`config.mk`:
```
export PLATFORM = sky130hd
export DESIGN_NAME = atsc_core
export DESIGN_NICKNAME = d
export VERILOG_FILES = /design/src/core/atsc_pkg.sv /design/src/core/atsc_cfg_mem.sv /design/src/core/atsc_core.sv
export SDC_FILE = /design/constraint.sdc
export NUM_CORES = 1
export LEC_CHECK = 0
export ABC_AREA = 1
export BUFFER_PORTS_ARGS = -buffer_cell sky130_fd_sc_hd__buf_2
export CORE_MARGIN = 8
export CORE_UTILIZATION = 30
export CTS_BUF_LIST = sky130_fd_sc_hd__clkbuf_4 sky130_fd_sc_hd__clkbuf_8
export DETAILED_ROUTE_END_ITERATION = 8
export GPL_ROUTABILITY_DRIVEN = 0
export PLACE_DENSITY = 0.54
export SYNTH_ARGS = -nofsm -noshare
export SYNTH_HDL_FRONTEND = slang
export SYNTH_SLANG_ARGS = --single-unit
```
`constraint.sdc`:
```
create_clock -name clk_in -period 3.2 [get_ports clk_in]
set_clock_uncertainty 0.15 [all_clocks]
set_input_delay 0.16 -clock clk_in [delete_from_list [all_inputs] [get_ports clk_in]]
set_output_delay 0.16 -clock clk_in [all_outputs]
set_load 0.03 [all_outputs]
```
`src/core/atsc_pkg.sv`:
```
// package of the ambient temperature source command block
// assumes one 125 MHz clock and an axi4-lite master with 32-bit data
package atsc_pkg;
   // ********************************
   // register byte offsets
   // ********************************
   localparam logic [4:0] OFF_CMD = 5'h00; // command word
   localparam logic [4:0] OFF_GO = 5'h04; // start / busy
   localparam logic [4:0] OFF_REPLY = 5'h08; // reply word
   localparam logic [4:0] OFF_STAT = 5'h0c; // sticky events, write one to clear
   localparam logic [4:0] OFF_MASK = 5'h10; // interrupt mask
   // ********************************
   // field positions
   // ********************************
   localparam int CMD_SETUP_LSB = 0; // setup index, 5 bits
   localparam int CMD_SRC_LSB = 5; // source keyword code, 2 bits
   localparam int CMD_HASM_BIT = 7; // meas argument present
   localparam int CMD_SET_BIT = 8; // 1 = set form, 0 = bare query
   localparam int CMD_MEAS_LSB = 16; // meas in hundredths of a degree C
   localparam int REP_SRC_LSB = 0; // reply source code
   localparam int REP_ERR_LSB = 2; // reply error number
   localparam int REP_VAL_LSB = 16; // reply value, hundredths degree C
   localparam int GO_BIT = 0; // start bit / busy bit
   localparam int STAT_DONE_BIT = 0; // command finished
   localparam int STAT_ERR_BIT = 1; // command refused
   localparam int STAT_W = 2;
   // ********************************
   // setup and value limits
   // ********************************
   localparam logic [4:0] SETUP_MIN = 5'h01;
   localparam logic [4:0] SETUP_MAX = 5'h15; // 21
   localparam logic [4:0] SETUP_FIXED = 5'h01; // locked to internal sensor
   localparam logic [4:0] SETUP_REMOTE = 5'h15; // remote-only setup
   localparam logic [4:0] SETUP_FIRST_SAVED = 5'h02;
   localparam int SAVED_DEPTH = 19; // saved setup files
   localparam int SAVED_AW = 5;
   localparam logic [15:0] MEAS_MAX = 16'h1388; // 50.00 degrees C
   localparam logic [15:0] MEAS_RESET = 16'h0000;
   localparam int ENTRY_W = 18; // {source, meas}
   // ********************************
   // types and bus answers
   // ********************************
   typedef enum logic [1:0] {
      SRC_INTERNAL = 2'b00,
      SRC_DEFAULT = 2'b01,
      SRC_USER = 2'b10,
      SRC_BAD = 2'b11
   } atsc_src_e;
   typedef enum logic [1:0] {
      ERR_NONE = 2'b00,
      ERR_SETUP = 2'b01,
      ERR_SOURCE = 2'b10,
      ERR_MEAS = 2'b11
   } atsc_err_e;
   typedef enum logic [1:0] {
      ST_IDLE = 2'b00,
      ST_FETCH = 2'b01,
      ST_EXEC = 2'b10
   } atsc_state_e;
   localparam logic [1:0] RESP_OKAY = 2'b00;
   localparam logic [1:0] RESP_SLVERR = 2'b10;
   localparam logic [ENTRY_W-1:0] ENTRY_RESET = {SRC_INTERNAL, MEAS_RESET};
endpackage : atsc_pkg

```
`src/core/atsc_cfg_mem.sv`:
```
// stored source configurations, one entry per saved setup file
// assumes one clock; read data appear one edge after the address
`timescale 1ns/100ps
`default_nettype none
module atsc_cfg_mem
   import atsc_pkg::*;
#(
   parameter int DEPTH = SAVED_DEPTH,
   parameter int AW = SAVED_AW,
   parameter int DW = ENTRY_W
)(
   input wire logic clk_in,
   input wire logic rst_n_in,
   input wire logic wr_en_in,
   input wire logic [AW-1:0] wr_addr_in,
   input wire logic [DW-1:0] wr_data_in,
   input wire logic [AW-1:0] rd_addr_in,
   output logic [DW-1:0] rd_data_out
);
   logic [DW-1:0] mem_r [DEPTH]; // entries, flops so reset gives internal
   logic [DW-1:0] mem_nxt [DEPTH];
   logic [DW-1:0] rd_r; // registered read port
   logic [DW-1:0] rd_nxt;

   // next contents and read word
   always_comb
   begin
      for (int i = 0; i < DEPTH; i++)
      begin
         mem_nxt[i] = mem_r[i];
         if (wr_en_in && (wr_addr_in == AW'(i)))
            mem_nxt[i] = wr_data_in;
      end
      rd_nxt = ENTRY_RESET; // out of range reads give the reset entry
      for (int i = 0; i < DEPTH; i++)
         if (rd_addr_in == AW'(i))
            rd_nxt = mem_r[i];
   end

   // register only
   always_ff @(posedge clk_in or negedge rst_n_in)
   begin
      if (!rst_n_in)
      begin
         for (int i = 0; i < DEPTH; i++)
            mem_r[i] <= ENTRY_RESET;
         rd_r <= ENTRY_RESET;
      end
      else
      begin
         mem_r <= mem_nxt;
         rd_r <= rd_nxt;
      end
   end

   assign rd_data_out = rd_r;
endmodule : atsc_cfg_mem
`default_nettype wire

```
`src/core/atsc_core.sv`:
```
// ambient temperature source command handler with axi4-lite registers
// assumes a same-clock sensor value in hundredths of a degree C
// Operation
// - setup index must be one through twenty-one
// - setup twenty-one kept apart, remote only
// - source only internal, default or user
// - internal sensor, user value, maker default
// - meas argument allowed only with user
// - user meas in celsius, zero to fifty
// - stored and reported value in celsius
// - nineteen saved source configurations kept
// - setup one fixed internal, changes refused
// - set with value, set, or query
// - every reply holds source and value
// - errors one setup, two source, three meas
//
// Decided for this implementation: the AXI4-Lite register port and the address map.
`timescale 1ns/100ps
`default_nettype none
module atsc_core
   import atsc_pkg::*;
#(
   parameter logic [15:0] DEFAULT_TEMP = 16'h07d0 // maker fixed value, 20.00 C
)(
   input wire logic clk_in,
   input wire logic rst_n_in,
   input wire logic [15:0] sensor_temp_in, // hundredths degree C
   input wire logic [4:0] s_axi_awaddr_in,
   input wire logic s_axi_awvalid_in,
   output logic s_axi_awready_out,
   input wire logic [31:0] s_axi_wdata_in,
   input wire logic [3:0] s_axi_wstrb_in,
   input wire logic s_axi_wvalid_in,
   output logic s_axi_wready_out,
   output logic [1:0] s_axi_bresp_out,
   output logic s_axi_bvalid_out,
   input wire logic s_axi_bready_in,
   input wire logic [4:0] s_axi_araddr_in,
   input wire logic s_axi_arvalid_in,
   output logic s_axi_arready_out,
   output logic [31:0] s_axi_rdata_out,
   output logic [1:0] s_axi_rresp_out,
   output logic s_axi_rvalid_out,
   input wire logic s_axi_rready_in,
   output logic irq_out
);
   // ********************************
   // helpers
   // ********************************
   // byte-lane merge, used by the command and mask words
   function automatic logic [31:0] strb_merge(input logic [31:0] old_v, input logic [31:0] new_v,
                                               input logic [3:0] strb);
      logic [31:0] res;
      res = old_v;
      for (int b = 0; b < 4; b++)
         if (strb[b])
            res[b*8 +: 8] = new_v[b*8 +: 8];
      return res;
   endfunction : strb_merge

   // ********************************
   // axi write channel
   // ********************************
   logic aw_held_r, aw_held_nxt; // address taken, waiting for data
   logic w_held_r, w_held_nxt; // data taken, waiting for address
   logic [4:0] awaddr_r, awaddr_nxt;
   logic [31:0] wdata_r, wdata_nxt;
   logic [3:0] wstrb_r, wstrb_nxt;
   logic bvalid_r, bvalid_nxt;
   logic [1:0] bresp_r, bresp_nxt;
   logic wr_fire; // both halves present, write happens now
   logic wr_mapped;

   assign s_axi_awready_out = !aw_held_r && !bvalid_r;
   assign s_axi_wready_out = !w_held_r && !bvalid_r;
   assign wr_fire = aw_held_r && w_held_r && !bvalid_r;
   assign wr_mapped = (awaddr_r == OFF_CMD) || (awaddr_r == OFF_GO) || (awaddr_r == OFF_STAT)
                      || (awaddr_r == OFF_MASK);

   // address and data accepted in either order
   always_comb
   begin
      aw_held_nxt = aw_held_r;
      w_held_nxt = w_held_r;
      awaddr_nxt = awaddr_r;
      wdata_nxt = wdata_r;
      wstrb_nxt = wstrb_r;
      bvalid_nxt = bvalid_r;
      bresp_nxt = bresp_r;
      if (s_axi_awvalid_in && s_axi_awready_out)
      begin
         aw_held_nxt = 1'b1;
         awaddr_nxt = s_axi_awaddr_in;
      end
      if (s_axi_wvalid_in && s_axi_wready_out)
      begin
         w_held_nxt = 1'b1;
         wdata_nxt = s_axi_wdata_in;
         wstrb_nxt = s_axi_wstrb_in;
      end
      if (wr_fire)
      begin
         aw_held_nxt = 1'b0;
         w_held_nxt = 1'b0;
         bvalid_nxt = 1'b1;
         bresp_nxt = wr_mapped ? RESP_OKAY : RESP_SLVERR; // reply word is read only
      end
      else if (bvalid_r && s_axi_bready_in)
         bvalid_nxt = 1'b0;
   end

   always_ff @(posedge clk_in or negedge rst_n_in)
   begin
      if (!rst_n_in)
      begin
         aw_held_r <= 1'b0;
         w_held_r <= 1'b0;
         awaddr_r <= 5'h00;
         wdata_r <= 32'h0000_0000;
         wstrb_r <= 4'h0;
         bvalid_r <= 1'b0;
         bresp_r <= RESP_OKAY;
      end
      else
      begin
         aw_held_r <= aw_held_nxt;
         w_held_r <= w_held_nxt;
         awaddr_r <= awaddr_nxt;
         wdata_r <= wdata_nxt;
         wstrb_r <= wstrb_nxt;
         bvalid_r <= bvalid_nxt;
         bresp_r <= bresp_nxt;
      end
   end

   assign s_axi_bvalid_out = bvalid_r;
   assign s_axi_bresp_out = bresp_r;

   // ********************************
   // control, command engine, status
   // ********************************
   logic [31:0] cmd_r, cmd_nxt; // software command word
   logic [31:0] act_r, act_nxt; // snapshot taken at start
   logic [STAT_W-1:0] stat_r, stat_nxt;
   logic [STAT_W-1:0] mask_r, mask_nxt;
   logic [31:0] reply_r, reply_nxt;
   logic [ENTRY_W-1:0] remote_r, remote_nxt; // remote-only setup, not in the file store
   atsc_state_e state_r, state_nxt;
   logic irq_r, irq_nxt;
   logic start; // go written while idle
   logic [4:0] a_setup;
   atsc_src_e a_src;
   logic a_hasm, a_set;
   logic [15:0] a_meas;
   logic [ENTRY_W-1:0] mem_rd, cur_entry, new_entry;
   atsc_err_e err;
   logic mem_wr, remote_wr, exec;
   atsc_src_e rep_src;
   logic [15:0] rep_val;
   logic [SAVED_AW-1:0] mem_addr;

   assign a_setup = act_r[CMD_SETUP_LSB +: 5];
   assign a_src = atsc_src_e'(act_r[CMD_SRC_LSB +: 2]);
   assign a_hasm = act_r[CMD_HASM_BIT];
   assign a_set = act_r[CMD_SET_BIT];
   assign a_meas = act_r[CMD_MEAS_LSB +: 16];
   assign exec = (state_r == ST_EXEC);
   assign start = wr_fire && (awaddr_r == OFF_GO) && wstrb_r[0] && wdata_r[GO_BIT]
                  && (state_r == ST_IDLE); // go while busy is dropped
   assign mem_addr = SAVED_AW'(a_setup - SETUP_FIRST_SAVED);

   // current stored entry of the addressed setup
   always_comb
   begin
      if (a_setup == SETUP_FIXED)
         cur_entry = ENTRY_RESET;
      else if (a_setup == SETUP_REMOTE)
         cur_entry = remote_r;
      else
         cur_entry = mem_rd;
   end

   // argument checks, first failing check names the error
   always_comb
   begin
      err = ERR_NONE;
      if ((a_setup < SETUP_MIN) || (a_setup > SETUP_MAX))
         err = ERR_SETUP;
      else if (a_set && (a_src == SRC_BAD))
         err = ERR_SOURCE;
      else if (a_set && (a_setup == SETUP_FIXED) && (a_src != SRC_INTERNAL))
         err = ERR_SOURCE;
      else if (a_set && a_hasm && (a_src != SRC_USER))
         err = ERR_MEAS;
      else if (a_set && a_hasm && (a_meas > MEAS_MAX))
         err = ERR_MEAS;
   end

   // new entry; source-only user set keeps the stored user value
   always_comb
   begin
      new_entry = {a_src, cur_entry[15:0]};
      if (a_hasm)
         new_entry = {a_src, a_meas};
      mem_wr = exec && a_set && (err == ERR_NONE) && (a_setup != SETUP_FIXED)
               && (a_setup != SETUP_REMOTE);
      remote_wr = exec && a_set && (err == ERR_NONE) && (a_setup == SETUP_REMOTE);
   end

   // reply always gives source and value; refused commands report stored state
   always_comb
   begin
      rep_src = atsc_src_e'(cur_entry[17:16]);
      if (a_set && (err == ERR_NONE))
         rep_src = atsc_src_e'(new_entry[17:16]);
      case (rep_src)
         SRC_INTERNAL: rep_val = sensor_temp_in;
         SRC_DEFAULT: rep_val = DEFAULT_TEMP;
         SRC_USER: rep_val = (a_set && (err == ERR_NONE)) ? new_entry[15:0] : cur_entry[15:0];
         default: rep_val = 16'h0000;
      endcase
   end

   // registers, command sequence and events
   always_comb
   begin
      cmd_nxt = cmd_r;
      mask_nxt = mask_r;
      act_nxt = act_r;
      reply_nxt = reply_r;
      remote_nxt = remote_r;
      state_nxt = state_r;
      stat_nxt = stat_r;
      if (wr_fire && (awaddr_r == OFF_CMD))
         cmd_nxt = strb_merge(cmd_r, wdata_r, wstrb_r);
      if (wr_fire && (awaddr_r == OFF_MASK))
         mask_nxt = STAT_W'(strb_merge(32'(mask_r), wdata_r, wstrb_r));
      if (wr_fire && (awaddr_r == OFF_STAT) && wstrb_r[0])
         stat_nxt = stat_r & ~wdata_r[STAT_W-1:0];
      case (state_r)
         ST_IDLE:
         begin
            if (start)
            begin
               act_nxt = cmd_r;
               state_nxt = ST_FETCH;
            end
         end
         ST_FETCH: state_nxt = ST_EXEC; // store read in flight
         ST_EXEC:
         begin
            reply_nxt = 32'h0000_0000;
            reply_nxt[REP_SRC_LSB +: 2] = rep_src;
            reply_nxt[REP_ERR_LSB +: 2] = err;
            reply_nxt[REP_VAL_LSB +: 16] = rep_val;
            if (remote_wr)
               remote_nxt = new_entry;
            stat_nxt[STAT_DONE_BIT] = 1'b1; // set wins over a same-cycle clear
            if (err != ERR_NONE)
               stat_nxt[STAT_ERR_BIT] = 1'b1;
            state_nxt = ST_IDLE;
         end
         default: state_nxt = ST_IDLE;
      endcase
      irq_nxt = |(stat_nxt & mask_nxt);
   end

   always_ff @(posedge clk_in or negedge rst_n_in)
   begin
      if (!rst_n_in)
      begin
         cmd_r <= 32'h0000_0000;
         act_r <= 32'h0000_0000;
         mask_r <= '0;
         stat_r <= '0;
         reply_r <= 32'h0000_0000;
         remote_r <= ENTRY_RESET;
         state_r <= ST_IDLE;
         irq_r <= 1'b0;
      end
      else
      begin
         cmd_r <= cmd_nxt;
         act_r <= act_nxt;
         mask_r <= mask_nxt;
         stat_r <= stat_nxt;
         reply_r <= reply_nxt;
         remote_r <= remote_nxt;
         state_r <= state_nxt;
         irq_r <= irq_nxt;
      end
   end

   assign irq_out = irq_r;

   // saved setup files, setups two to twenty
   atsc_cfg_mem u_mem (
      .clk_in(clk_in),
      .rst_n_in(rst_n_in),
      .wr_en_in(mem_wr),
      .wr_addr_in(mem_addr),
      .wr_data_in(new_entry),
      .rd_addr_in(mem_addr),
      .rd_data_out(mem_rd)
   );

   // ********************************
   // axi read channel
   // ********************************
   logic rvalid_r, rvalid_nxt;
   logic [31:0] rdata_r, rdata_nxt;
   logic [1:0] rresp_r, rresp_nxt;

   assign s_axi_arready_out = !rvalid_r;

   // decode on acceptance, hold until taken
   always_comb
   begin
      rvalid_nxt = rvalid_r;
      rdata_nxt = rdata_r;
      rresp_nxt = rresp_r;
      if (s_axi_arvalid_in && s_axi_arready_out)
      begin
         rvalid_nxt = 1'b1;
         rresp_nxt = RESP_OKAY;
         rdata_nxt = 32'h0000_0000;
         case (s_axi_araddr_in)
            OFF_CMD: rdata_nxt = cmd_r;
            OFF_GO: rdata_nxt[GO_BIT] = (state_r != ST_IDLE);
            OFF_REPLY: rdata_nxt = reply_r;
            OFF_STAT: rdata_nxt[STAT_W-1:0] = stat_r;
            OFF_MASK: rdata_nxt[STAT_W-1:0] = mask_r;
            default: rresp_nxt = RESP_SLVERR;
         endcase
      end
      else if (rvalid_r && s_axi_rready_in)
         rvalid_nxt = 1'b0;
   end

   always_ff @(posedge clk_in or negedge rst_n_in)
   begin
      if (!rst_n_in)
      begin
         rvalid_r <= 1'b0;
         rdata_r <= 32'h0000_0000;
         rresp_r <= RESP_OKAY;
      end
      else
      begin
         rvalid_r <= rvalid_nxt;
         rdata_r <= rdata_nxt;
         rresp_r <= rresp_nxt;
      end
   end

   assign s_axi_rvalid_out = rvalid_r;
   assign s_axi_rdata_out = rdata_r;
   assign s_axi_rresp_out = rresp_r;
endmodule : atsc_core
`default_nettype wire

```
# Yosys cells after proc, flatten, opt, wreduce, memory -nomap -nowiden
# Cells that the tools add are included.
[totals]
memories = 0
inputBits = 69
latch_bits = 0
ram_bits = 0
mem_bits_ro = 0
out_inout_bits = 42
ff_bits = 550
[classes]
order_cmp = 3
shift = 0
mux = 50
n_reduce_logical = 77
n_div = 0
mul = 0
eq_ne = 36
add_sub_neg = 1
bitwise = 3
[op_table]
columns = ["operator", "count"]
rows = [
  ["18-bit 2-to-1 mux", 21],
  ["30-bit one-hot mux with 2 select lines", 1],
  ["5-bit by 4-bit == test with 1-bit output (second input constant)", 11],
  ["1-bit logical AND", 48],
  ["16-bit one-hot mux with 3 select lines", 1],
  ["16-bit 2-to-1 mux", 2],
  ["5-bit by 3-bit == test with 1-bit output (second input constant)", 6],
  ["5-bit == test (second input constant)", 6],
  ["2-bit 2-to-1 mux", 13],
  ["16-bit by 13-bit greater-than comparator with 1-bit output (second input constant)", 1],
  ["5-bit zero test", 3],
  ["2-bit nonzero test", 7],
  ["2-bit AND reduction", 6],
  ["5-bit by 1-bit == test with 1-bit output (second input constant)", 2],
  ["5-bit by 2-bit == test with 1-bit output (second input constant)", 2],
  ["1-bit 2-to-1 mux", 9],
  ["2-bit == test (second input constant)", 3],
  ["2-bit zero test", 3],
  ["5-bit greater-than comparator (second input constant)", 1],
  ["5-bit by 1-bit less-than comparator with 1-bit output (second input constant)", 1],
  ["5-bit by 1-bit != test with 1-bit output (second input constant)", 1],
  ["5-bit != test (second input constant)", 1],
  ["1-bit one-hot mux with 5 select lines", 1],
  ["5-bit OR reduction", 1],
  ["other kinds (10)", 19],
]

# Longest topological paths before layout
[depth]
depth_word = 21
depth_mapped = 19
ltp_nobuf = 19

# By module
# Synthesis repeated with hierarchy kept, for this count alone.
[unflattened]
hier_cells = 2850
hier_area_um2 = 24128.1
[by_module_without_submodules]
columns = ["mod", "seq_area_each_um2", "cells_per_inst", "n_inst", "area_per_inst_um2"]
rows = [
  ["atsc_cfg_mem", 9008.6, 1858, 1, 15528.6],
  ["atsc_core", 4529.3, 992, 1, 8599.5],
]

# Worst setup path after synthesis
# Ideal clock, no wire load.
[synth_path]
path_kind = "register -> register"
startpoint = "reg act_r[1]"
endpoint = "reg u_mem.mem_r[0] (netlist name)"
period_less_slack_ns = 2.575
path_buffers = 1
setup_time_ns = 0.077
slack_ns = 0.625
arrival_ns = 2.348
required_time_ns = 2.973
stages_incl_launch_ff = 12
cell_sequence = "dfrtp_1 > inv_2 > ha_1 > nand3_1 > nor2_1 > inv_1 > nor2_1 > inv_1 > nor2_2 > buf_2 > nor2_1 > a21oi_1"
[synth_via]
elab_chain_len = 11
elab_cells_between_ends = 22
cone_classes = "add/sub (1); order compare (2); eq/ne (5); mux (6); reduce/logical (8)"
[synth_lines]
columns = ["item", "line_no", "source"]
rows = [
  ["start, declared", "atsc_core.sv:143", "logic [31:0] act_r, act_nxt;"],
  ["start signal, assigned", "atsc_core.sv:284", "act_r <= act_nxt;"],
  ["5-bit by 1-bit == test with 1-bit output", "atsc_core.sv:175, atsc_core.sv:191", ""],
  ["1-bit logical AND (2 in a row)", "atsc_core.sv:191", "else if (a_set && (a_setup == SETUP_FIXED) && (a_src != SRC_INTERNAL))"],
  ["2-bit 2-to-1 mux", "atsc_core.sv:191", ""],
  ["2-bit 2-to-1 mux", "atsc_core.sv:189", "else if (a_set && (a_src == SRC_BAD))"],
  ["2-bit 2-to-1 mux", "atsc_core.sv:187", "if ((a_setup < SETUP_MIN) || (a_setup > SETUP_MAX))"],
  ["2-bit zero test", "atsc_core.sv:205", "mem_wr = exec && a_set && (err == ERR_NONE) && (a_setup != SETUP_FIXED)"],
  ["1-bit logical AND (2 in a row)", "atsc_core.sv:205", ""],
  ["1-bit logical AND", "atsc_core.sv:206", "&& (a_setup != SETUP_REMOTE);"],
  ["1-bit logical AND", "atsc_cfg_mem.sv:31", "if (wr_en_in && (wr_addr_in == AW'(i)))"],
  ["end signal, assigned", "atsc_cfg_mem.sv:51", "mem_r <= mem_nxt;"],
  ["end, declared", "atsc_cfg_mem.sv:20", "logic [DW-1:0] mem_r [DEPTH];"],
]
# Parallel ways exist; a longest one is shown, timed or not.
# A chain may end at the register's enable or synchronous reset.

# Final worst setup path
[layout_path]
startpoint = "reg act_r[2]"
endpoint = "reg u_mem.rd_r[16], in the netlist u_mem.rd_data_out[16]"
[layout_via]
elab_chain_len = 21
elab_cells_between_ends = 39
cone_classes = "add/sub (1); eq/ne (18); mux (19); reduce/logical (1)"
[layout_lines]
columns = ["item", "line_no", "source"]
rows = [
  ["5-bit by 2-bit subtractor with 5-bit output (*)", "atsc_core.sv:170", "assign mem_addr = SAVED_AW'(a_setup - SETUP_FIRST_SAVED);"],
  ["5-bit zero test", "atsc_cfg_mem.sv:36", "if (rd_addr_in == AW'(i))"],
  ["18-bit 2-to-1 mux (18 in a row)", "atsc_cfg_mem.sv:36", ""],
  ["18-bit 2-to-1 mux (*)", "atsc_cfg_mem.sv:36", ""],
  ["named net u_mem.rd_nxt[16]", "atsc_cfg_mem.sv:23", "logic [DW-1:0] rd_nxt;"],
  ["end signal, assigned", "atsc_cfg_mem.sv:52", "rd_r <= rd_nxt;"],
  ["end, declared", "atsc_cfg_mem.sv:22", "logic [DW-1:0] rd_r;"],
]
# The timed path passes the listed nets; every way through them passes the cells marked *.

==> flow_summary.toml <==
[grt]
grt_max_degree = 70
antenna_found_initial = 2
grtUsageTotal_pct = 16.3
overflow = 0
grt_pass1_wl_um = 116000
grt_pass1_vias = 20000

[route]
vias = 20100
remaining_drc_errors = 0
antenna_left = 0
via_per_inst = 4.68
drt-pass1-iter-count = 5
routed_wl_um = 73900
wl_per_cell_um = 17.2
drtIter0Drc = 1250

[synth]
postSynthCellCount = 2886
synth_compound_area_share_pct = 10.3
yosys.area_share.xor_xnor_pct = 0
synth_top_area_cell = "dfrtp_1"
synthAdderAreaFrac_pct = 0.156
synth-edff-count = 0
ys_seq_area_share_pct = 56.4
synthTopCellsByArea = "dfrtp_1, nand2_1, o21ai_0"
synth_top_area_share_pct = 56.4
synth_top_family_by_area = "simple AND/OR/NAND/NOR gates"
synth_mux_area_share_pct = 1.78
syn-cell-area_um2 = 24000
synth_cell_types = 43
synthArstFlopShare_pct = 100
yosysWarnings = 0
ys.flop_type = "dfrtp_1"
ys_seq_elements = 541
postSynthAreaPerCell_um2 = 8.31
synth-simple-area-share_pct = 24.8

[sta]
slew_viol_final = 0
period_minus_slack_ps = 3000
slew_headroom_pct = 36.2
rsz0062_at_grt = "no"
worst_pin_slew_ps = 953
timing.setup.tns_ps = 0
setup_viol = 0
hold_viol = 0
finalCritPeriodShare_pct = 93.8
hold_slack_ps = 101
fmax_ghz = 0.333

[cts]
cts_tree = "yes"
numCtsBuffers = 91
cts_sinks = 541
htreeDepth = 3
clock_latency_ps = 680
path_clk_slew_ps = 60
cts_buffer_depth = 3
cts.root.buffer_cell = "clkbuf_8"

[cells_and_area]
post-route-cell-area_um2 = 29400
fin_cells = 4296
seqCellArea_um2 = 13500
multiInputGateArea_um2 = 8970
layout-drive-gt1-share_pct = 15.9
final_nets = 3242
layout_commonest_cell = "nand2_1"
syn2layout_area_growth_pct = 22.4
nFillCells = 8216
layout_common_cells = "nand2_1, dfrtp_1, o21ai_0, nor2_1, inv_1"

[critical_path]
worst_ep_required_time_ps = 3590
cp.depth = 15
critPathKind = "reg -> reg"
startpoint_type = "flip-flop"
worst-path-max-fanout = 16
path_common_cell = "nor2_1"
cp_num_buf_inv = 3
endpoint_kind = "flip-flop"
worstPathCellList = "buf_4 > nor2_1 > nand3_1 > nand2_1 > buf_4 > nand2_2 > nor2_1 > inv_1 > or2_2 > nand2_1 > nand4_1 > nor2_1 > nand4_1 > nor2_1 > nand4_1"
arrival_ps = 3390
worst_path_dominant_cell_family = "simple AND/OR/NAND/NOR gates"
worst_r2r_path_depth = 15
worst_path_max_delay_cell = "dfrtp_1"
slowest_delay_ps = 370

[placed_design]
port_buffers = 108
post-place-cells = 4026
post_dp_cell_area_um2 = 26300
place_hpwl_um = 50300

[die]
rows = 103
initial_core_util_pct = 30.3
dieArea_um2 = 89300
coreArea_um2 = 79100
io_pins = 111
die-width_um = 299
die_y_um = 299

[power]
finalPower_mw = 16.4
powerDensity_nw_per_um2 = 559
vdd_drop_max_mv = 0.299
p_leak_nw = 13.7

[job]
maxCapViolCount = 0

[min_path]
hold_class = "in -> reg"
hold_depth = 3

[status]
status = "complete, no violations"
## worst paths after layout
kind / start / endpoint / slack (ps)
min reg2reg: state_r[1] / state_r[1] / 270
min: s_axi_wdata_in[24] / wdata_r[24] / 100
min in group asynchronous: rst_n_in / u_mem.mem_r[179] / 120
max reg2reg: act_r[2] / u_mem.rd_data_out[16] / 200
max in group asynchronous: rst_n_in / u_mem.mem_r[235] / 2360
max: act_r[2] / u_mem.rd_data_out[16] / 200
## cell families (layout without fill, tap and decap cells)
| family | after synthesis | after routing |
|---|---|---|
| AO/OA/AOI/OAI | 479 | 479 |
| adder cells (fa/ha/maj) | 3 | 3 |
| buffers and inverters | 379 | 736 |
| flip-flops | 541 | 541 |
| multiplexers | 38 | 38 |
| other | 1 | 4 |
| AND/OR/NAND/NOR | 1445 | 1445 |
## flip-flops by register name (all words and copies together) (netlist names)
name and cells:
act_r 25, aw_held_r 1, awaddr_r 5, cmd_r 32
irq_out 1, mask_r 2, remote_r 18, reply_r 20
s_axi_bresp_out 1, s_axi_bvalid_out 1, s_axi_rdata_out 32, s_axi_rresp_out 1
s_axi_rvalid_out 1, stat_r 2, state_r 2, u_mem.mem_r 342
u_mem.rd_data_out 18, w_held_r 1, wdata_r 32, wstrb_r 4
## area by class of cell
cell class              instances  share of cell area, %
repair buffers                341                   9.14
flip-flops and latches        541                   46.1
diodes                          2                 0.0170
well taps                    1050                   4.47
clock inverters                24                  0.550
clock buffers                 143                   6.19
repair inverters                2                 0.0511
inverters                     226                   2.91
multi-input cells            1967                   30.6
## synthesized netlist by cell type (4+ instances only)
| cell type | count |
|---|---|
| nand2_1 | 1007 |
| a31oi_1 | 19 |
| buf_2 | 31 |
| nand4_1 | 70 |
| nor3_1 | 5 |
| nor2_1 | 214 |
| a21oi_1 | 76 |
| clkbuf_1 | 107 |
| nand3_1 | 111 |
| nor2_8 | 4 |
| mux2_2 | 38 |
| buf_4 | 5 |
| nor2_4 | 5 |
| buf_6 | 6 |
| dfrtp_1 | 541 |
| inv_2 | 14 |
| nor2_2 | 13 |
| inv_1 | 209 |
| o31ai_1 | 10 |
| o21ai_0 | 307 |
| o21ai_1 | 56 |
| nand3b_1 | 6 |
## metrics by stage
stage                     setup WS, ps  util (%)
final                              197      37.1
after global routing              9.14      37.1
after CTS                         84.0      37.0
after detailed placement           104      33.2
after global placement            72.6      33.2
after floorplan                    625         -
## layer usage
metal,GRT usage (%),part of all wire (%),wire (µm)
met1,21.5,45,32900
met2,27.2,48,35700
met3,2.26,4.2,3100
met4,5.91,3.0,2210
met5,0,0,0
## power by group
group / internal (mW) / switching, mW / total [mW]
registers: 7.48 / 0.344 / 7.82
logic: 0.822 / 1.17 / 2.00
clock network: 3.70 / 2.90 / 6.60
total: 12.0 / 4.42 / 16.4
## worst register-to-register path, delay by kind of cell, from the launching register on
| kind | cells | cell delay [ps] |
|---|---|---|
| AND/OR/NAND/NOR | 12 | 1780 |
| buffers and inverters | 3 | 560 |
| flip-flops | 1 | 370 |
## what timing repair did
| item | CTS | global route |
|---|---|---|
| buffers inserted | 0 | 4 |
| setup endpoints to repair | 0 | 60 |
| hold buffers | 95 | 0 |
| endpoints found under the hold margin | 607 | 0 |
| resized for setup | 0 | 14 |
(Power assumes the default switching activity.)
